--- src/pkg/cfbsr_pkg.sv ---
/*
  cfbsr_pkg: constants and types for the flag, branch and machine state register block.
  Assumes bit numbering with bit 0 as the most significant bit of each register;
  vector index = 31 - bit number for 32-bit registers.
*/
package cfbsr_pkg;

  // clock and time counter tick rate
  localparam int CLK_PERIOD_NS = 25;
  localparam int TICK_PERIOD_NS = 100;
  localparam int TICK_CYCLES = (TICK_PERIOD_NS + CLK_PERIOD_NS - 1) / CLK_PERIOD_NS;
  localparam logic [7:0] TICK_LAST = 8'(TICK_CYCLES - 1);

  // special register numbers
  localparam logic [9:0] SPR_RETURN_LINK = 10'h008;
  localparam logic [9:0] SPR_LOOP_COUNT = 10'h009;
  localparam logic [9:0] SPR_COUNTER_LOW = 10'h10c;
  localparam logic [9:0] SPR_COUNTER_HIGH = 10'h10d;

  // machine state bit numbers and their vector indices
  localparam int MS_HANDLER_BYTE_ORDER = 15;
  localparam int MS_EXTERNAL_IRQ_ALLOW = 16;
  localparam int MS_USER_MODE_BIT = 17;
  localparam int MS_FLOAT_AVAILABLE = 18;
  localparam int MS_MACHINE_CHECK_ALLOW = 19;
  localparam int MS_VECTOR_BASE_SELECT = 25;
  localparam int MS_BYTE_ORDER_BIT = 31;
  localparam int MSI_HANDLER_BYTE_ORDER = 31 - MS_HANDLER_BYTE_ORDER;
  localparam int MSI_EXTERNAL_IRQ_ALLOW = 31 - MS_EXTERNAL_IRQ_ALLOW;
  localparam int MSI_USER_MODE_BIT = 31 - MS_USER_MODE_BIT;
  localparam int MSI_FLOAT_AVAILABLE = 31 - MS_FLOAT_AVAILABLE;
  localparam int MSI_VECTOR_BASE_SELECT = 31 - MS_VECTOR_BASE_SELECT;
  localparam int MSI_BYTE_ORDER_BIT = 31 - MS_BYTE_ORDER_BIT;

  // bits kept across reset and across exception entry
  localparam logic [31:0] MS_RESET_KEEP = 32'h00001000;
  localparam logic [31:0] MS_EXC_KEEP = 32'h00011040;
  localparam logic [31:0] MS_VECTOR_BASE_MASK = 32'h00000040;

  // reset values of the remaining registers
  localparam logic [31:0] FLAGS_RESET = 32'h00000000;
  localparam logic [31:0] LINK_RESET = 32'h00000000;
  localparam logic [31:0] COUNT_RESET = 32'h00000000;
  localparam logic [63:0] TIME_RESET = 64'h0000000000000000;

  // implicit record fields and summary-overflow position of the fixed-point register
  localparam logic [2:0] FIELD_INT_RECORD = 3'h0;
  localparam logic [2:0] FIELD_FLOAT_RECORD = 3'h1;
  localparam int FIXED_SO_IDX = 31;

  // flag register operations, one per cycle
  typedef enum logic [3:0] {
    FOP_NONE, FOP_MOVE_MASK, FOP_FIELD_COPY, FOP_FROM_FLOAT, FOP_FROM_FIXED,
    FOP_LOGIC, FOP_INT_RECORD, FOP_FLOAT_RECORD, FOP_INT_CMP, FOP_FLOAT_CMP
  } cfbsr_fop_type;

endpackage

--- src/design/cfbsr_regs.sv ---
/*
  cfbsr_regs: condition flags, return link, loop count, time counter read side and
  machine state register of the core, with the saved copy of machine state.
  Assumes the execution pipeline issues at most one flag operation, one branch and one
  special register move per cycle, all synchronous to MCLK.
*/
`timescale 1ns/10ps

// Behaviour
// - flag register is eight 4-bit fields, each addressable on its own
// - mask move overwrites only the masked fields from the general register
// - field copy moves all four bits of one field into another
// - one field loads from a float status field or the fixed-point register
// - flag logic combines two chosen flag bits into a third chosen bit
// - integer record sets field 0 from signed test against zero, bit 3 summary overflow
// - field 0: negative bit 0, positive bit 1, zero bit 2, exactly one set
// - undefined integer result leaves first three field 0 bits undefined
// - float record copies float status bits 0 to 3 into field 1
// - compare writes only its target: less, greater, equal; signed or unsigned
// - compare bit 3: summary overflow for integer, unordered for float
// - linking branch writes the next address into return link, taken or not
// - loop count decrements on request, wraps zero to all ones, gives target
// - time counter is 64 bits, upper half bits 0:31, lower half 32:63
// - time counter readable at any privilege through read-only numbers 268, 269
// - one read returns only one 32-bit half of the time counter
// - exception saves machine state then loads exception machine state
// - exception copies machine state bit 15 into the byte-order bit
// - machine state bit 16 clear defers external interrupts
// - machine state bit 17 set permits only user-level instructions
// - machine state bit 18 clear blocks floating-point instruction dispatch
// - reset clears machine state except bit 19 kept and bit 25 from config
module cfbsr_regs
  import cfbsr_pkg::*;
(
  input wire logic MCLK,
  input wire logic RST,
  input wire logic RESET_CONFIG_VECTOR,
  input wire cfbsr_fop_type FLAG_OP,
  input wire logic [2:0] FLAG_DST_FIELD,
  input wire logic [2:0] FLAG_SRC_FIELD,
  input wire logic [7:0] FIELD_MASK,
  input wire logic [31:0] GEN_REG_DATA,
  input wire logic [31:0] FLOAT_STATUS,
  input wire logic [31:0] FIXED_EXC_REG,
  input wire logic [4:0] BIT_A,
  input wire logic [4:0] BIT_B,
  input wire logic [4:0] BIT_D,
  input wire logic [3:0] LOGIC_FN,
  input wire logic [31:0] RESULT_VALUE,
  input wire logic RESULT_UNDEFINED,
  input wire logic [31:0] CMP_A,
  input wire logic [31:0] CMP_B,
  input wire logic CMP_UNSIGNED,
  input wire logic [3:0] FLOAT_CMP_REL,
  input wire logic BR_VALID,
  input wire logic BR_LINK,
  input wire logic BR_DEC_COUNT,
  input wire logic [31:0] BR_NEXT_ADDR,
  input wire logic SPR_WR,
  input wire logic SPR_RD,
  input wire logic [9:0] SPR_NUM,
  input wire logic [31:0] SPR_WDATA,
  input wire logic MS_WR,
  input wire logic [31:0] MS_WDATA,
  input wire logic EXC_TAKE,
  input wire logic EXT_IRQ_REQ,
  input wire logic SUPER_INSTR,
  input wire logic FP_INSTR,
  output logic [31:0] CONDITION_FLAGS,
  output logic [31:0] RETURN_LINK,
  output logic [31:0] LOOP_COUNT,
  output logic [31:0] MACHINE_STATE,
  output logic [31:0] SAVED_STATE,
  output logic [31:0] SPR_RDATA,
  output logic SPR_RD_VALID,
  output logic EXT_IRQ_TAKE,
  output logic PRIV_FAULT,
  output logic FP_BLOCKED
);

  // low vector index of flag field f; field 0 sits in the top nibble
  function automatic logic [4:0] field_lsb(input logic [2:0] f);
    field_lsb = 5'h1c - {f, 2'b00};
  endfunction

  // vector index of a flag bit numbered from the most significant end
  function automatic logic [4:0] bit_idx(input logic [4:0] n);
    bit_idx = 5'h1f - n;
  endfunction

  logic [31:0] flags_r;
  logic [31:0] flags_nxt;
  logic [31:0] link_r;
  logic [31:0] link_nxt;
  logic [31:0] count_r;
  logic [31:0] count_nxt;
  logic [31:0] rdata_r;
  logic [31:0] rdata_nxt;
  logic rd_valid_r;
  logic rd_valid_nxt;
  logic [63:0] time_r;
  logic [63:0] time_nxt;
  logic [7:0] prescale_r;
  logic [7:0] prescale_nxt;
  logic [31:0] ms_r;
  logic [31:0] ms_nxt;
  logic [31:0] ms_reset_val;
  logic [31:0] saved_r;
  logic [31:0] saved_nxt;
  logic irq_take_r;
  logic irq_take_nxt;
  logic fault_r;
  logic fault_nxt;
  logic fp_block_r;
  logic fp_block_nxt;
  logic [3:0] int_cmp;
  logic summary_ovf;
  logic user_mode;

  assign summary_ovf = FIXED_EXC_REG[FIXED_SO_IDX];
  assign user_mode = ms_r[MSI_USER_MODE_BIT];

  // integer compare nibble; unsigned and signed ordering share one result path
  always_comb begin
    int_cmp = 4'h0;
    if (CMP_UNSIGNED) begin
      int_cmp[3] = CMP_A < CMP_B;
      int_cmp[2] = CMP_A > CMP_B;
    end else begin
      int_cmp[3] = $signed(CMP_A) < $signed(CMP_B);
      int_cmp[2] = $signed(CMP_A) > $signed(CMP_B);
    end
    int_cmp[1] = CMP_A == CMP_B;
    int_cmp[0] = summary_ovf;
  end

  // flag register: one operation per cycle, each touching only its own field or bit
  always_comb begin
    flags_nxt = flags_r;
    case (FLAG_OP)
      FOP_MOVE_MASK: begin
        // mask bit 7 selects field 0, mask bit 0 selects field 7
        for (int i = 0; i < 8; i++) begin
          if (FIELD_MASK[7 - i]) begin
            flags_nxt[field_lsb(3'(i)) +: 4] = GEN_REG_DATA[field_lsb(3'(i)) +: 4];
          end
        end
      end
      FOP_FIELD_COPY: begin
        flags_nxt[field_lsb(FLAG_DST_FIELD) +: 4] = flags_r[field_lsb(FLAG_SRC_FIELD) +: 4];
      end
      FOP_FROM_FLOAT: begin
        flags_nxt[field_lsb(FLAG_DST_FIELD) +: 4] = FLOAT_STATUS[field_lsb(FLAG_SRC_FIELD) +: 4];
      end
      FOP_FROM_FIXED: begin
        flags_nxt[field_lsb(FLAG_DST_FIELD) +: 4] = FIXED_EXC_REG[31:28];
      end
      FOP_LOGIC: begin
        // truth table indexed by {bit a, bit b}, so any two-input function is possible
        flags_nxt[bit_idx(BIT_D)] = LOGIC_FN[{flags_r[bit_idx(BIT_A)], flags_r[bit_idx(BIT_B)]}];
      end
      FOP_INT_RECORD: begin
        // an undefined result keeps the old three bits rather than inventing a sign
        if (!RESULT_UNDEFINED) begin
          flags_nxt[field_lsb(FIELD_INT_RECORD) + 5'h3] = RESULT_VALUE[31];
          flags_nxt[field_lsb(FIELD_INT_RECORD) + 5'h2] = !RESULT_VALUE[31] && (|RESULT_VALUE);
          flags_nxt[field_lsb(FIELD_INT_RECORD) + 5'h1] = ~(|RESULT_VALUE);
        end
        flags_nxt[field_lsb(FIELD_INT_RECORD)] = summary_ovf;
      end
      FOP_FLOAT_RECORD: begin
        flags_nxt[field_lsb(FIELD_FLOAT_RECORD) +: 4] = FLOAT_STATUS[31:28];
      end
      FOP_INT_CMP: begin
        flags_nxt[field_lsb(FLAG_DST_FIELD) +: 4] = int_cmp;
      end
      FOP_FLOAT_CMP: begin
        // float unit supplies {less, greater, equal, unordered}
        flags_nxt[field_lsb(FLAG_DST_FIELD) +: 4] = FLOAT_CMP_REL;
      end
      default: begin
        flags_nxt = flags_r;
      end
    endcase
  end

  // flags clear at reset so the first record or compare starts from a known image
  always_ff @(posedge MCLK) begin
    if (RST) begin
      flags_r <= FLAGS_RESET;
    end else begin
      flags_r <= flags_nxt;
    end
  end

  // return link and loop count; a branch beats a move issued in the same cycle
  always_comb begin
    link_nxt = link_r;
    count_nxt = count_r;
    if (SPR_WR && (SPR_NUM == SPR_RETURN_LINK)) begin
      link_nxt = SPR_WDATA;
    end
    if (SPR_WR && (SPR_NUM == SPR_LOOP_COUNT)) begin
      count_nxt = SPR_WDATA;
    end
    if (BR_VALID && BR_LINK) begin
      link_nxt = BR_NEXT_ADDR;
    end
    if (BR_VALID && BR_DEC_COUNT) begin
      count_nxt = count_r - 32'h1;
    end
  end

  // link and count registers; the subtraction wraps zero to all ones by itself,
  // so a loop count of zero runs the full 32-bit range rather than stopping
  always_ff @(posedge MCLK) begin
    if (RST) begin
      link_r <= LINK_RESET;
      count_r <= COUNT_RESET;
    end else begin
      link_r <= link_nxt;
      count_r <= count_nxt;
    end
  end

  // time counter: free-running tick prescaler, carry from low into high half
  always_comb begin
    prescale_nxt = prescale_r + 8'h1;
    time_nxt = time_r;
    if (prescale_r == TICK_LAST) begin
      prescale_nxt = 8'h0;
      time_nxt = time_r + 64'h1;
    end
  end

  // counter and prescaler; no write path, so software can only ever read it
  always_ff @(posedge MCLK) begin
    if (RST) begin
      time_r <= TIME_RESET;
      prescale_r <= 8'h0;
    end else begin
      time_r <= time_nxt;
      prescale_r <= prescale_nxt;
    end
  end

  // special register reads; counter numbers are read-only and need no privilege
  always_comb begin
    rdata_nxt = 32'h0;
    rd_valid_nxt = SPR_RD;
    if (SPR_RD) begin
      if (SPR_NUM == SPR_RETURN_LINK) begin
        rdata_nxt = link_r;
      end else if (SPR_NUM == SPR_LOOP_COUNT) begin
        rdata_nxt = count_r;
      end else if (SPR_NUM == SPR_COUNTER_LOW) begin
        rdata_nxt = time_r[31:0];
      end else if (SPR_NUM == SPR_COUNTER_HIGH) begin
        rdata_nxt = time_r[63:32];
      end else begin
        rdata_nxt = 32'h0;
      end
    end
  end

  // read data is a one-cycle answer; it drops to zero so a stale word never looks fresh
  always_ff @(posedge MCLK) begin
    if (RST) begin
      rdata_r <= 32'h0;
      rd_valid_r <= 1'b0;
    end else begin
      rdata_r <= rdata_nxt;
      rd_valid_r <= rd_valid_nxt;
    end
  end

  // reset image: machine check allow survives, vector base comes from the config pin
  assign ms_reset_val = (ms_r & MS_RESET_KEEP) | (RESET_CONFIG_VECTOR ? MS_VECTOR_BASE_MASK : 32'h0);

  // machine state: exception entry has priority over a software write
  always_comb begin
    ms_nxt = ms_r;
    saved_nxt = saved_r;
    fault_nxt = 1'b0;
    if (EXC_TAKE) begin
      saved_nxt = ms_r;
      ms_nxt = ms_r & MS_EXC_KEEP;
      ms_nxt[MSI_BYTE_ORDER_BIT] = ms_r[MSI_HANDLER_BYTE_ORDER];
    end else if (MS_WR) begin
      if (user_mode) begin
        fault_nxt = 1'b1;
      end else begin
        ms_nxt = MS_WDATA;
      end
    end
    if (SUPER_INSTR && user_mode) begin
      fault_nxt = 1'b1;
    end
  end

  // gating outputs derived from the current machine state
  always_comb begin
    irq_take_nxt = EXT_IRQ_REQ && ms_r[MSI_EXTERNAL_IRQ_ALLOW];
    fp_block_nxt = FP_INSTR && !ms_r[MSI_FLOAT_AVAILABLE];
  end

  // gate flops; they follow the state one cycle late, so a write lands before it gates
  always_ff @(posedge MCLK) begin
    if (RST) begin
      irq_take_r <= 1'b0;
      fp_block_r <= 1'b0;
    end else begin
      irq_take_r <= irq_take_nxt;
      fp_block_r <= fp_block_nxt;
    end
  end

  // synchronous reset, so the reset image may read the old state and the config pin
  always_ff @(posedge MCLK) begin
    if (RST) begin
      ms_r <= ms_reset_val;
      saved_r <= 32'h0;
      fault_r <= 1'b0;
    end else begin
      ms_r <= ms_nxt;
      saved_r <= saved_nxt;
      fault_r <= fault_nxt;
    end
  end

  // every output is a flip-flop
  assign CONDITION_FLAGS = flags_r;
  assign RETURN_LINK = link_r;
  assign LOOP_COUNT = count_r;
  assign MACHINE_STATE = ms_r;
  assign SAVED_STATE = saved_r;
  assign SPR_RDATA = rdata_r;
  assign SPR_RD_VALID = rd_valid_r;
  assign EXT_IRQ_TAKE = irq_take_r;
  assign PRIV_FAULT = fault_r;
  assign FP_BLOCKED = fp_block_r;

endmodule

--- config.mk ---
export PLATFORM = sky130hd
export DESIGN_NAME = cfbsr_regs
export DESIGN_NICKNAME = d
export VERILOG_FILES = /design/src/pkg/cfbsr_pkg.sv /design/src/design/cfbsr_regs.sv
export SDC_FILE = /design/constraint.sdc
export NUM_CORES = 1
export LEC_CHECK = 0
export BUFFER_PORTS_ARGS = -buffer_cell sky130_fd_sc_hd__buf_2
export CORE_AREA = 2 2 214 216
export DETAILED_ROUTE_END_ITERATION = 7
export DIE_AREA = 0 0 216 218
export PLACE_DENSITY = 0.58
export SETUP_SLACK_MARGIN = 0.5
export SYNTH_ARGS = -nofsm -noshare
export SYNTH_HDL_FRONTEND = slang
export SYNTH_SLANG_ARGS = --single-unit
--- constraint.sdc ---
create_clock -name MCLK -period 9.13 [get_ports MCLK]
set_input_delay 1.3695 -clock MCLK [delete_from_list [all_inputs] [get_ports MCLK]]
set_output_delay 1.3695 -clock MCLK [all_outputs]
set_load 0.02 [all_outputs]
# Word-level counts from Yosys, hierarchy flattened
# Cells that the tools add are included.
[totals]
register_bits = 268
inputBits = 354
out_inout_bits = 196
[op_classes]
addsub = 9
magnitude_cmp = 9
eq_ne = 27
shift = 8
mux = 44
n_bitwise = 3
n_reduce_logical = 32
[ops]
columns = ["cell", "count"]
rows = [
  ["$mux W32", 12],
  ["$bwmux W32", 6],
  ["$pmux W24 S7", 1],
  ["$shiftx A4 B7 Y32", 5],
  ["$add A64 B1 Y64 const B", 1],
  ["$gt A32 B32 Y1", 2],
  ["$lt A32 B32 Y1", 2],
  ["$pmux W4 S8", 2],
  ["$shiftx A32 B6 Y4", 2],
  ["$eq A32 B32 Y1", 1],
  ["$mux W4", 8],
  ["$reduce_or A32 Y1", 1],
  ["$shift A4 B7 Y32 const A", 1],
  ["$sub A32 B1 Y32 const B", 1],
  ["$sub A5 B5 Y5 const A", 5],
  ["$ne A2 B2 Y1 const B", 11],
  ["$eq A10 B4 Y1 const B", 2],
  ["$eq A10 B9 Y1 const B", 2],
  ["$lt A5 B6 Y1 const B", 3],
  ["$reduce_and A2 Y1", 9],
  ["$eq A4 B3 Y1 const B", 4],
  ["$reduce_bool A8 Y1", 2],
  ["$or A13 B7 Y13", 1],
  ["$bmux W1 S5", 2],
  ["23 further kinds", 46],
]

# Depth between registers and ports, before layout
# Gate-level depths: netlist of the first run.
[logic_depth]
ltp_word = 7
depth_mapped = 12
mapped_depth_nobuf = 11

# Worst setup path before layout of the first run
# Ideal clock, no wire load.
[synth_timing]
path_kind = "input to register"
startpoint = "input port MS_WR"
endpoint = "register ms_r[0], in the netlist MACHINE_STATE[0] (enable)"
setup_ns = 0.452
arrival_ns = 3.411
required_ns = 8.678
path_slack_ns = 5.267
path_stages = 2
path_buffers = 0
cell_sequence = "inv_1 o21ai_0"
[synth_via]
elab_chain_len = 2
[synth_rtl]
columns = ["element", "line", "rtl"]
rows = [
  ["start: declaration", "cfbsr_regs.sv:63", "input wire logic MS_WR,"],
  ["$reduce_bool A3 Y1 (no source line)", "n/a", ""],
  ["$reduce_and A2 Y1 (no source line)", "n/a", ""],
  ["end signal: assignment", "cfbsr_regs.sv:321", "ms_r <= ms_reset_val;"],
  ["end signal: assignment", "cfbsr_regs.sv:325", "ms_r <= ms_nxt;"],
  ["end: declaration", "cfbsr_regs.sv:105", "logic [31:0] ms_r;"],
]
# No other way between the ends.
# A chain may end at the register's enable or synchronous reset.

# Worst setup path in the final report of the first run
[layout_timing]
startpoint = "input port FLAG_OP[0]"
endpoint = "register flags_r[10], in the netlist CONDITION_FLAGS[10]"
[layout_via]
elab_chain_len = 3
word_cells_on_any_way = 11
[layout_rtl]
columns = ["element", "line", "rtl"]
rows = [
  ["start: declaration", "cfbsr_regs.sv:38", "input wire cfbsr_fop_type FLAG_OP,"],
  ["$eq A4 B4 Y1, or another cell as far along", "cfbsr_regs.sv:140", "case (FLAG_OP)"],
  ["$reduce_bool A7 Y1 (no source line) or $ne A2 B2 Y1 (tied branches)", "n/a", ""],
  ["$reduce_and A2 Y1 (no source line)", "n/a", ""],
  ["end signal: assignment", "cfbsr_regs.sv:192", "flags_r <= flags_nxt;"],
  ["end: declaration", "cfbsr_regs.sv:91", "logic [31:0] flags_r;"],
]
# Parallel ways exist; a longest one is shown, timed or not.

==> flow_summary.yaml, run 1 <==
timing:
  holdWs_ns: 0.4698
  hold_viol_final: 0
  relSlewSlack: 0.1774
  final.period_utilization: 0.4804
  fmax_mhz: 228.0
  slew_viol_final: 0
  finalSetupTns_ns: 0
  rsz0062_at_grt: "false"
  finClkSkew_ns: 0.02693
  tightestPinTransition_ns: 1.227
  period_minus_slack_ns: 4.386
  setup_viol: 0
finish:
  multiInputGateArea_um2: 9950
  fillers: 4542
  fin_area_um2: 20420
  fin_cells: 3054
  drive_gt1_frac: 0.2678
  seq_area_um2: 5685
  flow.area_growth_from_synthesis_pct: 24.89
  nets: 2818
yosys:
  netlist_top_cells_count: "nor2_1, dfxtp_1, nand2_1"
  yosys.area.top_type: "dfxtp_1"
  synth_edf_count: 32
  syn_area_per_cell_um2: 8.252
  synth_area_um2: 16350
  synth_compound_area_frac: 0.1940
  synth_cells: 1981
  synth.distinct_cells: 93
  synth_xor_area_frac: 0.03108
  synth_fp_nets: 2372
  synth.ff_latch_count: 268
  synthAdderAreaFrac: 0.02832
  synth_warnings: 0
  synth_top_cell_area_share: 0.2890
  synth.area.mux_share: 0.1089
  synthMostInstantiatedCell: "nor2_1"
  synth_top_family_by_area: "simple AND/OR/NAND/NOR gates"
  yosysSeqAreaShare: 0.3478
  synth_top_flop_cell: "dfxtp_1"
  synthTopCellsByArea: "dfxtp_1, mux2i_1, nor2_1, edfxtp_1, nand2_1"
  synthSimpleGateAreaFrac: 0.2442
  async_flop_share: 0
floorplan:
  start_util: 0.3641
  die_h_um: 218
  io_pins: 550
  die_w_um: 216
  core_um2: 44890
  std_cell_rows: 78
  die_area_um2: 47090
global_routing:
  use_met2: 0.4305
  grt_busiest_layer: "met2"
  grt_overflow: 0
  grt_usage: 0.2642
  grt_max_degree: 76
  antenna_found_initial: 4
  gr-usage-met3: 0.05272
  grt_pass1_vias: 16526
  use_met1: 0.3457
  grt_pass1_wl_um: 98300
placement:
  dp_hpwl_um: 48650
  dpl_cell_area_um2: 19350
  placed_cells: 2995
  routabilityCongestion: 0.9557
  io_buffers: 521
clocking:
  cts_setup_buffers: 0
  cts_hold_buf: 0
  h-tree-depth: 1
  clockBufferDepth: 3
  clock-sinks: 268
  cts_resized: 0
  root_buffer: "clkbuf_16"
  clk_pin_slew_ns: 0.06
  clk_latency_ns: 0.60
  numCtsBuffers: 30
  cts_tree: "yes"
outcome:
  outcome: "finished, final reports clean"
route:
  vias: 17242
  route.detailed.drc: 0
  wire_per_inst_um: 21.22
  drt_wl_total_um: 64820
  drt-initial-drc-count: 1330
  vias_per_cell: 5.646
  first_pass_iters: 5
  antenna_left: 0
pwr:
  power.density_nw_per_um2: 161.4
  p_leak_nw: 8.836
  power_w: 0.003295
  vdd_drop_max_v: 0.0001450
setup_path:
  critPathCaptureType: "flip-flop"
  crit_arrival_ns: 4.88
  critPathLaunchType: "input pin"
  cp_max_fo: 29
  path_class: "in2reg"
  crit_required_ns: 9.63
worst_hold_path:
  hold_path.class: "reg2reg"
run:
  drv_cap: 0
final cells by class:
type,instances,area share
multi-input cells,1532,0.4873
flip-flops and latches,268,0.2785
repair buffers,540,0.1351
clock buffers,44,0.04278
well taps,600,0.03677
inverters,55,0.01011
clock inverters,11,0.008886
diodes,4,0.0004903
cells by family (layout without fill, tap and decap cells):
| logic type | count (synthesis) | in the layout |
|---|---|---|
| mux | 156 | 156 |
| xor+xnor | 58 | 58 |
| fa+ha+maj | 37 | 37 |
| buf+inv | 181 | 650 |
| compound gates | 452 | 452 |
| simple gates | 829 | 829 |
| flops | 268 | 268 |
| other cells | 0 | 4 |
per-layer routing:
layer / wire length, um / up-vias
met5: 13 / -
met2: 29670 / 821
met4: 2312 / 2
met3: 5608 / 129
li1: - / 8132
met1: 27220 / 8158
worst max-delay path, cell delays in order:
cell	delay (ns)
buf_2	0.49
clkinv_1	0.46
nor3_2	1.08
buf_4	0.42
nand3_1	0.16
o2bb2ai_4	0.43
a221oi_1	0.19
a211oi_2	0.24
state kept, by name (all words and copies together) (netlist names):
name             count
SAVED_STATE         32
SPR_RDATA           32
FP_BLOCKED           1
PRIV_FAULT           1
EXT_IRQ_TAKE         1
LOOP_COUNT          32
time_r              64
CONDITION_FLAGS     32
prescale_r           8
RETURN_LINK         32
MACHINE_STATE       32
SPR_RD_VALID         1
per-stage QoR:
step	utilization	worst slack, ns
after CTS	0.4545	4.849
after floorplan	-	5.267
after detailed placement	0.4310	4.247
final	0.4548	4.744
after global routing	0.4547	4.703
after global placement	0.4310	4.326
report_power, final:
group	leakage [nW]	switching, W	internal (W)
Combinational	6.04	0.000415	0.000255
Clock	0.515	0.000522	0.000775
Sequential	2.28	0.0000810	0.00125
path summary, 6_finish.rpt:
kind	endpoint	depth (start not counted)	slack, ns	start
setup / recovery	CONDITION_FLAGS[10]	8	4.74	FLAG_OP[0]
setup reg to reg	time_r[54]	9	5.96	prescale_r[0]
hold reg to reg	prescale_r[0]	1	0.47	prescale_r[0]
hold / removal	prescale_r[0]	1	0.47	prescale_r[0]
cells in the final DEF (no fill, tap or decap), drive strengths merged, types with 42 or more instances in the layout:
master,n
nor2,286
clkbuf,44
mux2i,138
a21oi,103
buf,540
o21ai,88
inv,54
nand3,95
nor3,45
nand2,192
and2,42
dfxtp,236
Power figures use the tool's default switching activity.
==> inputs of run 2 (changes only) <==
--- a/config.mk
+++ b/config.mk
@@ -6,9 +6,9 @@
 export NUM_CORES = 1
 export LEC_CHECK = 0
 export BUFFER_PORTS_ARGS = -buffer_cell sky130_fd_sc_hd__buf_2
-export CORE_AREA = 2 2 214 216
+export CORE_AREA = 2 2 215 217
 export DETAILED_ROUTE_END_ITERATION = 7
-export DIE_AREA = 0 0 216 218
+export DIE_AREA = 0 0 217 219
 export PLACE_DENSITY = 0.58
 export SETUP_SLACK_MARGIN = 0.5
 export SYNTH_ARGS = -nofsm -noshare
==> constraint.sdc (replaced) <==
create_clock -name MCLK -period 4.4 [get_ports MCLK]
set_input_delay 0.66 -clock MCLK [delete_from_list [all_inputs] [get_ports MCLK]]
set_output_delay 0.66 -clock MCLK [all_outputs]
set_load 0.02 [all_outputs]
==> run 2 against run 1 <==
Net effect:
- hold slack lost 0.12 ns
- clock skew grew 0.0036 ns
- cell count grew 0.49%
- sequential share of layout area hardly changed
==> flow_summary.yaml, run 2 (synthesis results as in run 1) <==
pwr:
  power.density_nw_per_um2: 325.3
  seqPwrFrac: 0.415
  p_int_w: 0.004511
  p_leak_nw: 8.868
  vdd_drop_max_v: 0.0002783
  p_clk_frac: 0.373
  switching_share: 0.3218
  p_comb_frac: 0.213
  p_sw_w: 0.002140
timing:
  tightestPinTransition_ns: 1.050
  setup_slack_ns: 1.241
  setup_viol: 0
  rsz0062_at_grt: "false"
  relSlewSlack: 0.3001
  finClkSkew_ns: 0.03058
  slew_viol_final: 0
  period_minus_slack_ns: 3.159
  hold_viol_final: 0
  finalSetupTns_ns: 0
  final.period_utilization: 0.7179
  fmax_mhz: 316.6
setup_path:
  critPathLaunchType: "flip-flop"
  cp.buffers_inverters: 0
  path_common_cell: "nor2_2"
  crit_chain: "ha_1 -> nor4b_2 -> nand4_1 -> nor2_2 -> nand4_2 -> nor2_2 -> nand3_1 -> or3_1 -> a21oi_1"
  crit_family: "simple AND/OR/NAND/NOR gates"
  r2r-end: "time_r[54]"
  r2r_cells: 9
  worst_path_max_delay_cell: "or3_1"
  critPathCaptureType: "flip-flop"
  max_stage_delay_ns: 0.44
  rr_startpoint: "prescale_r[0]"
  path_class: "reg2reg"
  crit_required_ns: 4.92
  r2r_slack_ns: 1.24
  crit_arrival_ns: 3.67
  cp_max_fo: 11
global_routing:
  grt_max_degree: 145
  grt_busiest_layer: "met2"
  grt_pass1_wl_um: 96970
  use_met1: 0.3361
  grt_pass1_vias: 16582
  grt_usage: 0.2608
  grt_overflow: 0
  gr-usage-met3: 0.05946
  use_met2: 0.4173
  antenna_found_initial: 4
finish:
  final_core_util: 0.4535
  fillers: 4484
  drive_gt1_frac: 0.2734
  nets: 2832
  flow.area_growth_from_synthesis_pct: 25.09
  seq_area_um2: 5685
  final_cell_mix: "buf_2, nor2_1, dfxtp_1"
  multiInputGateArea_um2: 9947
  largest_reg_flops: 64
  final_common_cell: "buf_2"
  largest-register: "time_r"
outcome:
  outcome: "finished, final reports clean"
floorplan:
  std_cell_rows: 78
  core_um2: 45090
  start_util: 0.3626
  io_pins: 550
  die_area_um2: 47520
  die_w_um: 217
  die_h_um: 219
route:
  wire_per_inst_um: 21.19
  vias: 17340
  first_pass_iters: 7
  antenna_left: 0
  route.detailed.drc: 0
  drt_wl_total_um: 65040
  drt-initial-drc-count: 1345
  vias_per_cell: 5.650
clocking:
  cts_setup_buffers: 0
  cts_resized: 0
  clockBufferDepth: 3
  numCtsBuffers: 30
  cts_tree: "yes"
  clk_latency_ns: 0.59
  h-tree-depth: 1
  cts_hold_buf: 0
  root_buffer: "clkbuf_16"
  clock-sinks: 268
  clk_pin_slew_ns: 0.06
placement:
  io_buffers: 521
  post-place-ws_ns: 0.7687
  dp_hpwl_um: 49450
  routabilityCongestion: 0.9707
worst_hold_path:
  holdPathStages: 2
  hold_path.class: "in2reg"
  min_from: "EXT_IRQ_REQ"
  hold_end: "EXT_IRQ_TAKE"
run:
  drv_cap: 0
run 2: final cells by class:
cell class | instances | area share
Antenna cell | 4 | 0.0004895
Timing Repair Buffer | 554 | 0.1413
Clock buffer | 39 | 0.04032
Sequential cell | 268 | 0.2780
Tap cell | 600 | 0.03671
Inverter | 55 | 0.01010
Clock inverter | 17 | 0.006608
Multi-Input combinational cell | 1532 | 0.4864
run 2: how the worst max path moves through the flow:
stage	endpoint	startpoint	slack (ns)	depth (start not counted)
floorplan	MACHINE_STATE[0]	MS_WR	1.25	2
global route	time_r[56]	prescale_r[0]	0.99	10
global placement	CONDITION_FLAGS[16]	BIT_B[2]	0.88	10
finish	time_r[54]	prescale_r[0]	1.24	9
detailed placement	CONDITION_FLAGS[5]	BIT_B[2]	0.77	11
CTS	time_r[54]	prescale_r[0]	1.27	9
run 2: power groups by stage:
stage               Clock (W)  Sequential [W]  Combinational, W
finish                0.00248         0.00276           0.00141
global route          0.00262         0.00277           0.00153
CTS                   0.00253         0.00275           0.00140
detailed placement          0         0.00280           0.00139
global placement            0         0.00280           0.00137
floorplan                   0         0.00287          0.000746
run 2: through the flow:
stage	total power (W)	hold slack, ns	area [um^2]	std cells
floorplan	0.003617	0.4377	16350	1981
global placement	0.004174	0.4565	19480	3009
detailed placement	0.004197	0.4754	19480	3009
CTS	0.006678	0.3086	20440	3065
global route	0.006912	0.3225	20450	3068
finish	0.006652	0.3483	20450	3069
run 2: worst register-to-register path: cells and delay by family, from the launching register on:
family | cells | cell delay, ns
and+or+nand+nor | 7 | 2.34
DFF | 1 | 0.39
AOI/OAI and AO/OA | 1 | 0.15
adders and majority gates | 1 | 0.25
run 2: layer usage:
layer / share of wire / vias up
met5: 0.00020 / -
met4: 0.041 / 2
met3: 0.092 / 150
met2: 0.45 / 829
met1: 0.42 / 8195
li1: - / 8164
==> inputs of run 3 (changes only) <==
--- a/config.mk
+++ b/config.mk
@@ -6,10 +6,10 @@
 export NUM_CORES = 1
 export LEC_CHECK = 0
 export BUFFER_PORTS_ARGS = -buffer_cell sky130_fd_sc_hd__buf_2
-export CORE_AREA = 2 2 215 217
+export CORE_AREA = 2 2 213 215
 export DETAILED_ROUTE_END_ITERATION = 7
-export DIE_AREA = 0 0 217 219
-export PLACE_DENSITY = 0.58
+export DIE_AREA = 0 0 215 217
+export PLACE_DENSITY = 0.61
 export SETUP_SLACK_MARGIN = 0.5
 export SYNTH_ARGS = -nofsm -noshare
 export SYNTH_HDL_FRONTEND = slang
==> constraint.sdc (replaced) <==
create_clock -name MCLK -period 2.5 [get_ports MCLK]
set_input_delay 0.375 -clock MCLK [delete_from_list [all_inputs] [get_ports MCLK]]
set_output_delay 0.375 -clock MCLK [all_outputs]
set_load 0.02 [all_outputs]
==> run 3 against run 2 <==
Net effect:
- the run now ends with setup timing left
- total power up 97%
- die area down 1.8%
- first-iteration DRC count up 5.3%
- critical path type unchanged
- largest power group unchanged
==> flow_summary.yaml, run 3 (synthesis results as in run 1) <==
placement:
  dpl_cell_area_um2: 21750
  routabilityCongestion: 1.001
  dp_hpwl_um: 58930
  io_buffers: 521
pwr:
  p_leak_nw: 10.95
  vdd_drop_max_v: 0.0005723
  power_w: 0.01312
  power.density_nw_per_um2: 531.4
clocking:
  root_buffer: "clkbuf_16"
  numCtsBuffers: 31
  h-tree-depth: 1
  clk_pin_slew_ns: 0.06
  clock-sinks: 268
  clk_latency_ns: 0.59
  clockBufferDepth: 3
  cts_tree: "yes"
setup_path:
  crit_required_ns: 2.96
  critPathCaptureType: "flip-flop"
  rr_startpoint: "CONDITION_FLAGS[3]"
  cp_max_fo: 7
  startpoint: "CONDITION_FLAGS[3]"
  critPathLaunchType: "flip-flop"
  crit_arrival_ns: 2.99
  path_class: "reg2reg"
route:
  antenna_left: 0
  first_pass_iters: 6
  drt_wl_total_um: 76600
  wl_met3_um: 5623
  highest_layer: "met5"
  wl_met1_um: 29520
  wl_met2_um: 38230
  drt-initial-drc-count: 1416
  wire_per_inst_um: 22.72
  vias: 19025
  route.detailed.drc: 0
  vias_per_cell: 5.642
timing:
  finClkSkew_ns: 0.01998
  rsz0062_at_grt: "true"
  setup_viol: 12
  holdWs_ns: 0.04505
  tightestPinTransition_ns: 0.5838
  slew_viol_final: 0
  relSlewSlack: 0.6108
  fmax_mhz: 394.8
  setup_slack_ns: -0.03290
  hold_viol_final: 0
  final.period_utilization: 1.013
  period_minus_slack_ns: 2.533
finish:
  largest_reg_flops: 64
  flow.area_growth_from_synthesis_pct: 51.01
  largest-register: "time_r"
  final_common_cell: "buf_2"
  drive_gt1_frac: 0.4296
  fin_area_um2: 24690
  nets: 3136
  final_cell_mix: "buf_2, nor2_1, buf_4"
floorplan:
  std_cell_rows: 78
  die_h_um: 217
  io_pins: 550
  die_area_um2: 46660
  die_w_um: 215
  core_um2: 44700
  start_util: 0.3657
global_routing:
  grt_pass1_wl_um: 113600
  grt_usage: 0.3126
  antenna_found_initial: 5
  grt_overflow: 0
  grt_max_degree: 78
  grt_pass1_vias: 18711
worst_hold_path:
  hold_path.class: "in2reg"
  min_from: "EXT_IRQ_REQ"
run:
  drv_cap: 0
outcome:
  violations: "setup timing"
  outcome: "complete, but fails checks"
run 3: cell count changes in the layout (fill, tap and decap cells not counted), moves of 13 or more:
cell	delta
buf_4	+228
nand3_2	+15
nor2_4	+21
dfxtp_2	+16
nand2_1	-24
o21ai_0	-15
a21oi_1	-13
nor2_1	-20
nand2_2	+16
nand3_1	-22
dfxtp_1	-27
buf_6	+66
run 3: per-layer routing:
metal / global-route usage / vias up
met5: 0 / -
met4: 0.1253 / 6
met3: 0.05437 / 160
met2: 0.5671 / 893
met1: 0.3653 / 9192
li1: - / 8774
run 3: per-stage QoR:
step	cells	util	TNS (ns)	setup slack [ns]
final	3372	0.5523	-0.1857	-0.03290
after global placement	3247	0.4866	-11.58	-0.5745
after floorplan	1981	-	-0.07736	-0.06784
after global routing	3372	0.5523	-2.716	-0.1244
after detailed placement	3247	0.4866	-13.22	-0.5677
after CTS	3347	0.5406	-0.005880	-0.005880
run 3: final cells by class:
| class | count | area [um^2] |
|---|---|---|
| inverters | 55 | 219.0 |
| flip-flops and latches | 268 | 5747 |
| diodes | 2 | 5.005 |
| clock inverters | 9 | 128.9 |
| well taps | 600 | 750.7 |
| repair buffers | 857 | 5542 |
| clock buffers | 49 | 924.6 |
| multi-input cells | 1532 | 11370 |
| fillers | 4120 | 20010 |
run 3: critical path, cell delays in order (launching register included):
cell and delay (ns):
dfxtp_4 0.37, buf_4 0.13, mux2i_1 0.13, nand2_1 0.07, nand4b_1 0.11, o21ai_2 0.09, a311oi_4 0.43, mux2i_1 0.32
mux2i_4 0.11, buf_6 0.13, buf_12 0.14, buf_6 0.12, a41oi_2 0.17, nor4_2 0.06
run 3: final timing paths:
check | end | slack (ns) | cells past startpoint
worst max register to register | CONDITION_FLAGS[0] | -0.03 | 13
worst min-delay path | EXT_IRQ_TAKE | 0.05 | 2
worst max-delay path | CONDITION_FLAGS[0] | -0.03 | 13
worst min register to register | SAVED_STATE[14] | 0.49 | 2
run 3: power by group:
part	total, W	internal, W	leakage [nW]	switching (W)
registers	0.00483	0.00456	2.30	0.000265
logic	0.00352	0.00155	8.14	0.00197
clock network	0.00477	0.00283	0.509	0.00194
run 3: what timing repair did:
action | in CTS | in global routing
pin swaps | 101 | 71
gates cloned | 1 | 0
resized for setup | 246 | 73
setup endpoints to repair | 101 | 111
buffers inserted | 41 | 23
hold buffers | 0 | 0
